<file path="src/shared/lbl_irq_chan_defs.vh">
// register map, field positions and reset values of the base layer block
`ifndef LBL_IRQ_CHAN_DEFS_VH
`define LBL_IRQ_CHAN_DEFS_VH

// register byte addresses
`define LBL_ADDR_CTL_STATUS   32'hf8038038
`define LBL_ADDR_CHAN_ENABLE  32'hf8038040
`define LBL_ADDR_CHAN_DISABLE 32'hf8038044
`define LBL_ADDR_CHAN_STATE   32'hf8038048
`define LBL_ADDR_IRQ_ENABLE   32'hf803804c
`define LBL_ADDR_IRQ_DISABLE  32'hf8038050
`define LBL_ADDR_IRQ_MASK     32'hf8038054
`define LBL_ADDR_BASE_STATUS  32'hf8038058

// controller event status fields
`define LBL_CTL_FRAME_BEGIN   0
`define LBL_CTL_TIMING_OFF    1
`define LBL_CTL_POWER_SEQ     2
`define LBL_CTL_UNDERFLOW     4
`define LBL_CTL_BASE_PEND     8
`define LBL_CTL_OVL1_PEND     9
`define LBL_CTL_HIGH_END_PEND 10
`define LBL_CTL_CURSOR_PEND   11
`define LBL_CTL_MSB           11

// channel enable / disable / state fields
`define LBL_CH_ON             0
`define LBL_CH_REFRESH        1
`define LBL_CH_ENQUEUE        2
`define LBL_CH_STOP           0
`define LBL_CH_ABORT          8

// base layer interrupt source fields, bits 2..6
`define LBL_BIRQ_LSB          2
`define LBL_BIRQ_MSB          6
`define LBL_BIRQ_DMA_END      2
`define LBL_BIRQ_DESCR        3
`define LBL_BIRQ_HEAD         4
`define LBL_BIRQ_LIST_END     5
`define LBL_BIRQ_OVERFLOW     6

// reset values
`define LBL_RST_WORD          32'h00000000
`define LBL_RST_CTL           12'h000
`define LBL_RST_BIRQ          5'h00

`endif

</file>
<file path="src/rtl/lbl_irq_chan.v">
// base layer channel control and controller interrupt status registers
//
// The address-and-strobe port is this design's own decision.
`timescale 1ns/1ps
`include "lbl_irq_chan_defs.vh"

// how the block behaves, in short:
// - the four controller flags are sticky; one read of the controller
//   status word returns them and clears them in the same access
// - an event that lands in the cycle of that read keeps its flag set,
//   so nothing is lost between two polls of software
// - the base summary bit rises in the same cycle as a masked base flag
//   and drops as soon as the base status word has been read
// - bits 9 to 11 mirror the other layers' pending levels; those layers
//   keep their own status words and their own clear-on-read
// - a channel stop waits for the end of the current frame, while an
//   abort acts at once and drops every request still waiting
// - the channel state word shows the running bit and both requests;
//   refresh drops on its own at frame start, enqueue once the head is queued
// - the controller mask is kept outside, so irq is only a gate here;
//   it lags the flags by one cycle since it comes from a flop
// - read data stand for one cycle and are zero otherwise, so several
//   slaves can be or-ed onto one return path without a mux
// - the address is compared in full; aliases read as zero and take no
//   write, which costs a wide comparator but hides no mirror images

// Contract
// - frame start sets status bit 0
// - timing generator off sets bit 1
// - power sequence done sets bit 2
// - output fifo underflow sets bit 4
// - reading controller status clears bits 0-4
// - bit 8 shows base pending, read clears
// - bit 9 shows overlay one pending
// - bit 10 shows high end pending
// - bit 11 shows cursor pending
// - enable bit 0 switches channel on
// - enable bit 1 schedules attribute refresh
// - enable bit 2 queues head, hardware clears
// - disable bit 0 stops after frame
// - disable bit 8 aborts layer at once
// - state bit 1 shows refresh pending
// - state bit 2 shows enqueue pending
// - irq enable ones set mask bits
// - irq disable ones clear mask bits
// - mask register reads current mask state
// - base flags report events, read clears
module lbl_irq_chan #(
	parameter AW = 32,                    // register address width
	parameter DW = 32                     // register data width
) (
	input  wire          clk_sys,           // peripheral clock
	input  wire          resetn,            // async reset, active low
	// register port
	input  wire [AW-1:0] reg_addr,          // byte address
	input  wire [DW-1:0] reg_wdata,         // write data
	input  wire          reg_wr,            // write strobe
	input  wire          reg_rd,            // read strobe
	output reg  [DW-1:0] reg_rdata,         // read data, cycle after rd
	// controller events, one-cycle pulses
	input  wire          ev_frame_start,    // new frame begins
	input  wire          ev_timing_off,     // timing generator is off
	input  wire          ev_power_seq_done, // power up/down finished
	input  wire          ev_underflow,      // output queue ran dry
	// other layers' pending levels
	input  wire          overlay_one_pending,
	input  wire          high_end_layer_pending,
	input  wire          cursor_layer_pending,
	// base layer dma events, one-cycle pulses
	input  wire          ev_dma_end,        // end of transfer
	input  wire          ev_descr_loaded,   // descriptor loaded
	input  wire          ev_head_loaded,    // head descriptor loaded
	input  wire          ev_list_end,       // end of list
	input  wire          ev_overflow,       // overflow
	// channel feedback from the dma engine
	input  wire          frame_end,         // current frame completed
	input  wire          head_queued,       // head pointer now queued
	// controller interrupt mask, kept elsewhere
	input  wire [`LBL_CTL_MSB:0] ctl_irq_mask,
	// channel controls to the dma engine
	output reg           layer_chan_on,     // channel running
	output reg           attr_refresh_request, // apply attrs at sof
	output reg           head_enqueue_request, // queue head pointer
	output reg           layer_abort_now,   // one-cycle reset pulse
	output reg           irq                // controller interrupt
);

	localparam BN = `LBL_BIRQ_MSB - `LBL_BIRQ_LSB + 1; // base sources

	// address compare, used by every strobe decode below
	function lbl_hit;
		input [AW-1:0] a;
		input [AW-1:0] r;
		begin
			lbl_hit = (a == r);
		end
	endfunction

	// decoded strobes
	// reads clear flags only when their own word is addressed
	wire wr_en_reg   = reg_wr & lbl_hit(reg_addr, `LBL_ADDR_CHAN_ENABLE);
	wire wr_off_reg  = reg_wr & lbl_hit(reg_addr, `LBL_ADDR_CHAN_DISABLE);
	wire wr_ien_reg  = reg_wr & lbl_hit(reg_addr, `LBL_ADDR_IRQ_ENABLE);
	wire wr_idis_reg = reg_wr & lbl_hit(reg_addr, `LBL_ADDR_IRQ_DISABLE);
	wire rd_ctl      = reg_rd & lbl_hit(reg_addr, `LBL_ADDR_CTL_STATUS);
	wire rd_base     = reg_rd & lbl_hit(reg_addr, `LBL_ADDR_BASE_STATUS);

	// controller status bits: sticky event flags and layer summaries, bit 3 unused
	reg           flag_sof;             // frame begin
	reg           timing_off_flag;      // timing generator off
	reg           panel_power_seq_flag; // power sequence done
	reg           out_queue_underflow_flag; // output underflow
	reg           base_pending;         // base layer summary
	reg           pend_overlay_one;     // overlay one summary
	reg           pend_high_end;        // high end summary
	reg           pend_cursor;          // cursor summary

	// base layer flags and mask, indexed from 0 for bit 2
	reg  [BN-1:0] base_flag;            // sticky base events
	reg  [BN-1:0] base_mask;            // enabled base sources
	wire [BN-1:0] base_ev;              // base event pulses

	// channel bookkeeping
	reg           stop_armed;           // stop waits for frame end
	reg           layer_chan_state;     // shadow of channel on

	assign base_ev = {ev_overflow, ev_list_end, ev_head_loaded,
	                  ev_descr_loaded, ev_dma_end};

	// controller status word as software sees it
	// unused bits read as zero; bit 3 stays reserved
	wire [`LBL_CTL_MSB:0] ctl_word;
	assign ctl_word = {pend_cursor, pend_high_end, pend_overlay_one,
	                   base_pending, 3'h0, out_queue_underflow_flag, 1'b0,
	                   panel_power_seq_flag, timing_off_flag, flag_sof};

	// controller event flags; a new event beats a read that clears
	// so a flag raised in the clearing cycle is seen on the next poll
	always @(posedge clk_sys or negedge resetn) begin
		if (!resetn) begin
			flag_sof                 <= 1'b0;
			timing_off_flag          <= 1'b0;
			panel_power_seq_flag     <= 1'b0;
			out_queue_underflow_flag <= 1'b0;
		end else begin
			if (ev_frame_start)
				flag_sof <= 1'b1;
			else if (rd_ctl)
				flag_sof <= 1'b0;
			if (ev_timing_off)
				timing_off_flag <= 1'b1;
			else if (rd_ctl)
				timing_off_flag <= 1'b0;
			if (ev_power_seq_done)
				panel_power_seq_flag <= 1'b1;
			else if (rd_ctl)
				panel_power_seq_flag <= 1'b0;
			if (ev_underflow)
				out_queue_underflow_flag <= 1'b1;
			else if (rd_ctl)
				out_queue_underflow_flag <= 1'b0;
		end
	end

	// base layer sticky flags, one per source
	// a generate loop keeps the five sources identical by construction
	genvar gi;
	generate
		for (gi = 0; gi < BN; gi = gi + 1) begin : g_bflag
			always @(posedge clk_sys or negedge resetn) begin
				if (!resetn)
					base_flag[gi] <= 1'b0;
				else if (base_ev[gi])
					base_flag[gi] <= 1'b1;
				else if (rd_base)
					base_flag[gi] <= 1'b0;
			end
		end
	endgenerate

	// base layer mask: enable sets, disable clears, zeros keep
	// enable and disable are separate words, so one write never does both
	always @(posedge clk_sys or negedge resetn) begin
		if (!resetn) begin
			base_mask <= `LBL_RST_BIRQ;
		end else begin
			if (wr_ien_reg)
				base_mask <= base_mask |
				             reg_wdata[`LBL_BIRQ_MSB:`LBL_BIRQ_LSB];
			else if (wr_idis_reg)
				base_mask <= base_mask &
				             ~reg_wdata[`LBL_BIRQ_MSB:`LBL_BIRQ_LSB];
		end
	end

	// layer pending summaries; base follows its own flags so that
	// reading the base status drops it without extra state; the other
	// levels are registered only to keep the status view aligned
	always @(posedge clk_sys or negedge resetn) begin
		if (!resetn) begin
			base_pending <= 1'b0;
			pend_overlay_one <= 1'b0;
			pend_high_end    <= 1'b0;
			pend_cursor  <= 1'b0;
		end else begin
			if (|(base_ev & base_mask))
				base_pending <= 1'b1;
			else if (rd_base)
				base_pending <= 1'b0;
			else
				base_pending <= |(base_flag & base_mask);
			pend_overlay_one <= overlay_one_pending;
			pend_high_end    <= high_end_layer_pending;
			pend_cursor <= cursor_layer_pending;
		end
	end

	// channel on/off: abort wins, then enable, then a stop write, then a pending stop at frame end
	// a stop written while the channel is off is dropped, and a fresh
	// enable cancels a stop that is still waiting for its frame end
	always @(posedge clk_sys or negedge resetn) begin
		if (!resetn) begin
			layer_chan_on    <= 1'b0;
			layer_chan_state <= 1'b0;
			stop_armed       <= 1'b0;
			layer_abort_now  <= 1'b0;
		end else begin
			layer_abort_now <= 1'b0;
			if (wr_off_reg && reg_wdata[`LBL_CH_ABORT]) begin
				layer_chan_on    <= 1'b0;
				layer_chan_state <= 1'b0;
				stop_armed       <= 1'b0;
				layer_abort_now  <= 1'b1;
			end else if (wr_en_reg && reg_wdata[`LBL_CH_ON]) begin
				layer_chan_on    <= 1'b1;
				layer_chan_state <= 1'b1;
				stop_armed       <= 1'b0;
			end else begin
				if (wr_off_reg && reg_wdata[`LBL_CH_STOP])
					stop_armed <= layer_chan_on;
				else if (stop_armed && frame_end) begin
					stop_armed       <= 1'b0;
					layer_chan_on    <= 1'b0;
					layer_chan_state <= 1'b0;
				end
			end
		end
	end

	// attribute refresh and head enqueue requests; a fresh write
	// outranks the hardware completion arriving in the same cycle,
	// and an abort drops anything still waiting
	// a request that was never set stays low through an abort as well
	always @(posedge clk_sys or negedge resetn) begin
		if (!resetn) begin
			attr_refresh_request <= 1'b0;
			head_enqueue_request <= 1'b0;
		end else begin
			if (wr_en_reg && reg_wdata[`LBL_CH_REFRESH])
				attr_refresh_request <= 1'b1;
			else if (ev_frame_start ||
			         (wr_off_reg && reg_wdata[`LBL_CH_ABORT]))
				attr_refresh_request <= 1'b0;
			if (wr_en_reg && reg_wdata[`LBL_CH_ENQUEUE])
				head_enqueue_request <= 1'b1;
			else if (head_queued ||
			         (wr_off_reg && reg_wdata[`LBL_CH_ABORT]))
				head_enqueue_request <= 1'b0;
		end
	end

	// interrupt output, registered so it comes from a flop
	// one cycle of lag is traded for a glitch-free interrupt line
	always @(posedge clk_sys or negedge resetn) begin
		if (!resetn)
			irq <= 1'b0;
		else
			irq <= |(ctl_word & ctl_irq_mask);
	end

	// read mux; write-only and unmapped words read as zero
	// the mux is combinational; only the flop below faces the bus
	reg [DW-1:0] next_rdata;
	always @* begin
		next_rdata = `LBL_RST_WORD;
		case (reg_addr)
			`LBL_ADDR_CTL_STATUS: begin
				next_rdata[`LBL_CTL_MSB:0] = ctl_word;
			end
			`LBL_ADDR_CHAN_STATE: begin
				next_rdata[`LBL_CH_ON]      = layer_chan_state;
				next_rdata[`LBL_CH_REFRESH] = attr_refresh_request;
				next_rdata[`LBL_CH_ENQUEUE] = head_enqueue_request;
			end
			`LBL_ADDR_IRQ_MASK: begin
				next_rdata[`LBL_BIRQ_MSB:`LBL_BIRQ_LSB] = base_mask;
			end
			`LBL_ADDR_BASE_STATUS: begin
				next_rdata[`LBL_BIRQ_MSB:`LBL_BIRQ_LSB] = base_flag;
			end
			default: begin
				next_rdata = `LBL_RST_WORD;
			end
		endcase
	end

	// read data stands only in the cycle after the strobe
	// an idle cycle returns zero so a stale word is never mistaken
	always @(posedge clk_sys or negedge resetn) begin
		if (!resetn)
			reg_rdata <= `LBL_RST_WORD;
		else if (reg_rd)
			reg_rdata <= next_rdata;
		else
			reg_rdata <= `LBL_RST_WORD;
	end

endmodule // lbl_irq_chan

</file>
<file path="config.mk">
export PLATFORM = sky130hd
export DESIGN_NAME = lbl_irq_chan
export DESIGN_NICKNAME = d
export VERILOG_FILES = /design/src/rtl/lbl_irq_chan.v
export VERILOG_INCLUDE_DIRS = /design/src /design/src/shared
export SDC_FILE = /design/constraint.sdc
export NUM_CORES = 1
export LEC_CHECK = 0
export BUFFER_PORTS_ARGS = -buffer_cell sky130_fd_sc_hd__buf_2
export CAP_MARGIN = 40
export CORE_MARGIN = 2
export CORE_UTILIZATION = 45
export DETAILED_ROUTE_END_ITERATION = 10
export PLACE_DENSITY = 0.85
export SYNTH_ARGS = -nofsm -noshare
export SYNTH_HDL_FRONTEND = slang
export SYNTH_SLANG_ARGS = --single-unit
export TNS_END_PERCENT = 100
</file>
<file path="constraint.sdc">
create_clock -name clk_sys -period 2.66 [get_ports clk_sys]
set_input_delay 0.266 -clock clk_sys [delete_from_list [all_inputs] [get_ports clk_sys]]
set_output_delay 0.266 -clock clk_sys [all_outputs]
set_load 0.02 [all_outputs]
</file>
Yosys cells after proc, flatten, opt, wreduce, memory -nomap -nowiden
Index checks and enable logic that the tools add are counted. Widths: inputs -> output; s select.

Output and inout port bits: 37. Bits of input ports: 94. Memories kept: 0. Bits in read-only memories: 0. Logic and storage cells: 100. Bits in writable memories: 0. Bits in latches: 0. Bits in registers: 56.

Shifts and indexed selects: 0. Div/mod/pow operators: 0. Mux-type cells: 32. Equal/unequal tests: 9. $lt $le $gt $ge: 0. Bitwise gates (word level): 12. Reduce and logical (&&, ||, !) cells: 26. Add/sub/neg operators: 0. Multipliers: 0.

Operator list (number): $eq 32x32->1 const B (8); $mux 1 (25); $reduce_bool 2->1 (12); $and 5x5->5 (3); $mux 5 (3); $and 12x12->12 (1); $mux 12 (1); $pmux 4 s3 (1); $reduce_or 12->1 (1); $reduce_or 5->1 (2); $and 1x1->1 (6); $logic_and 1x1->1 (6); $not 5->5 (1); $or 5x5->5 (1); $pmux 1 s4 (1); $pmux 2 s2 (1); $reduce_bool 4->1 (1); $ne 3x2->1 const B (1); $reduce_bool 3->1 (1); $logic_or 1x1->1 (2); $reduce_and 2->1 (1).

Depth between registers and ports, before layout
Depth in word-level cells: 6. Gate-level depth with buffers: 5. Mapped depth without buffers: 4.

Least setup slack after synthesis
No wires, ideal clock.

Path type: input to register. Start point: input reg_addr[20]. End point: register (tool-made name). Library setup time: 120 ps. Stages: 5. Arrival: 1744 ps. Buffers on the path: 1. Required time: 2540 ps. Path slack: 796 ps. Cell sequence: or4_4 nor4_4 buf_4 a31oi_1 a31o_2.

RTL lines: start: declaration (line lbl_irq_chan.v:55) `input wire [AW-1:0] reg_addr,`.

Worst setup path after layout
Start point: input reg_addr[2]. End point: register out_queue_underflow_flag.

Longest elaborated chain between the ends: 3.

RTL lines: $eq 32x32->1 (line lbl_irq_chan.v:95) `lbl_hit = (a == r);`; $and 1x1->1 (line lbl_irq_chan.v:105) `` wire rd_ctl = reg_rd & lbl_hit(reg_addr, `LBL_ADDR_CTL_STATUS); ``; $reduce_bool 2->1 (no line); end signal: assignment (line lbl_irq_chan.v:144) `out_queue_underflow_flag <= 1'b0;`; end signal: assignment (line lbl_irq_chan.v:159) `out_queue_underflow_flag <= 1'b1;`; end signal: assignment (line lbl_irq_chan.v:161) `out_queue_underflow_flag <= 1'b0;`; end: declaration (line lbl_irq_chan.v:112) `reg out_queue_underflow_flag;`.

Every way passes these cells. A chain may end at the register's enable or synchronous reset.

==> reports/metrics.yaml <==
power_and_ir_drop:
  pwr-share-seq: 0.511
  swShare: 0.249
  power.internal_mw: 0.788
  power_mw: 1.05
  p_leak_nw: 1.19
  p_comb_frac: 0.123
  vdd_drop_max_v: 0.000184
  clkPwrFrac: 0.365
  p_sw_mw: 0.261
  powerDensity_nw_per_um2: 433
sta:
  finalCriticalPeriod_ns: 1.95
  finalSetupTns_ns: 0
  rsz0062_at_grt: "no"
  clock.fmax_mhz: 513
  finalCritPeriodShare: 0.734
  finalSetupViolations: 0
  finClkSkew_ns: 0.00564
  hold_viol_final: 0
  max_slew_margin: 0.420
  slew_viol_final: 0
  worst_pin_slew_ns: 0.858
floorplanning:
  die_h_um: 70.1
  start_util: 0.460
  ios: 131
  rows: 24
  die-area_um2: 4910
  core_area_um2: 4260
  die_w_um: 70.1
clock_tree:
  cts-root-buf: "clkbuf_8"
  clkLatencyLatePin_ns: 0.29
  clk_pin_slew_ns: 0.07
  htreeDepth: 2
  cts_resized: 0
  hold_buffers: 0
  cts_setup_buffers: 0
  cts.sinks: 35
  clockBufferDepth: 2
  cts_buffers: 5
  cts_tree: "yes"
synth:
  syn_area_um2: 1960
  yosysWarningCount: 0
  synth_top_flop_cell: "dfrtp_1"
  synthTopCellsByCount: "dfrtp_1 (35), buf_4 (22), inv_1 (16)"
  syn_avg_cell_area_um2: 10.4
  synth_edf_count: 0
  ys_ff_latch: 35
  synth-seq-area-share: 0.446
  yosysTopAreaCellShare: 0.446
  yosysTopAreaCell: "dfrtp_1"
  synthArstFlopShare: 1.00
  syn_inst: 189
  yosys.cell_count.top_type: "dfrtp_1"
  synth.top_cells.by_area: "dfrtp_1 (45%), buf_4 (8.4%), a22oi_1 (5.4%)"
  synth_cell_type_count: 41
critical_path:
  slowest_delay_ns: 0.67
  reg2reg_slack_ns: 1.52
  worstPathArrival_ns: 2.13
  crit_chain: "buf_2 > or4b_1 > nor4b_4 > nand4_2 > a21o_1"
  worstSetupEndpoint: "out_queue_underflow_flag$_DFFE_PN0P_"
  timing.rr.end: "reg_rdata[6]$_DFF_PN0_"
  crit_path_start: "reg_addr[2]"
  cp-end-kind: "flip-flop"
  cp.required_ns: 2.84
  cp_slowest_cell: "or4b_1"
  critPathMaxFanout: 16
  cp-start-kind: "input pin"
  path_class: "input pin to flip-flop"
  reg2regPathDepth: 2
placement:
  gp_congestion: 0.790
  port_buffers: 81
  hpwl_um: 3590
outcome:
  status: "completed"
routing:
  ant_nets: 0
  vias_per_cell: 5.41
  routedWlPerCell_um: 14.3
  firstDrtPassIters: 4
  drcViolationCount: 0
  drtIter0Drc: 81
  vias: 1746
  wirelength_um: 4610
grt:
  grt_overflow_total: 0
  antenna_found_initial: 0
  grt_pass1_wl_um: 7440
  grtUsageTotal: 0.194
  grt_pass1_vias: 1642
  grt_max_degree: 36
layout:
  antenna_cells: 0
  syn2layout_area_growth_pct: 23.3
  final_util: 0.568
  layout.nets: 365
  drive_above_1_share: 0.384
flow_run:
  maxCapViolCount: 0
worst_hold_path:
  holdCritPathClass: "input pin to async pin"
layer usage:
| layer | track usage | share of wire | wire (um) |
|---|---|---|---|
| met1 | 0.229 | 0.40 | 1840 |
| met2 | 0.335 | 0.50 | 2310 |
| met3 | 0.0577 | 0.087 | 400 |
| met4 | 0.0641 | 0.014 | 63 |
| met5 | 0 | 0 | 0 |
cells by family (layout without fill, tap and decap cells):
kind of cell	count (synthesis)	after routing	synth area share
flip-flops	35	35	0.446
other	1	21	0.00191
buffers and inverters	44	106	0.127
AO/OA/AOI/OAI	50	50	0.200
AND/OR/NAND/NOR	59	59	0.224
power by group through the flow:
stage | registers, mW | logic, mW | clock network [mW]
floorplan | 0.546 | 0.0800 | 0
global placement | 0.546 | 0.127 | 0
detailed placement | 0.546 | 0.129 | 0
CTS | 0.536 | 0.129 | 0.393
global route | 0.536 | 0.143 | 0.413
finish | 0.536 | 0.129 | 0.383
per-stage QoR:
step	hold WS, ns	setup WS (ns)	area (um2)	cells
floorplan	-0.0296	0.796	2040	209
global placement	0.372	0.483	2330	316
detailed placement	0.376	0.408	2330	316
CTS	0.0683	0.708	2420	323
global route	0.0716	0.612	2420	323
finish	0.0504	0.709	2420	323
worst max-delay path, delay by kind of cell:
family / cells / cell delay (ns)
AND/OR/NAND/NOR: 3 / 1.42
AO/OA/AOI/OAI: 1 / 0.26
buffers and inverters: 1 / 0.19
how the worst min path moves through the flow:
stage	slack (ns)	cells past startpoint	endpoint
6_report	0.05	1	base_flag[0]$_DFFE_PN0P_
5_1_grt	0.07	1	pend_cursor$_DFF_PN0_
4_1_cts	0.07	1	base_flag[0]$_DFFE_PN0P_
3_5_place_dp	0.38	1	reg_rdata[6]$_DFF_PN0_
3_3_place_gp	0.37	1	base_flag[0]$_DFFE_PN0P_
2_1_floorplan	-0.03	0	async pin
cell usage in the layout (no fill, tap or decap), types with 6 or more instances in the layout:
cell and n:
clkbuf_8 6, nand4_1 6, inv_1 16, buf_2 81, nor2_1 10, conb_1 21, a21o_1 10, dfrtp_1 35
a22oi_1 14
cell type report:
type	count	area, um2
fill	377	1840
clock inverter	1	5.00
sequential	35	876
clock buffer	6	82.6
multi-input combinational	130	912
tap	52	65.1
timing repair buffer	83	420
inverter	16	60.1
Note: power is estimated with default switching activity, not from simulation.
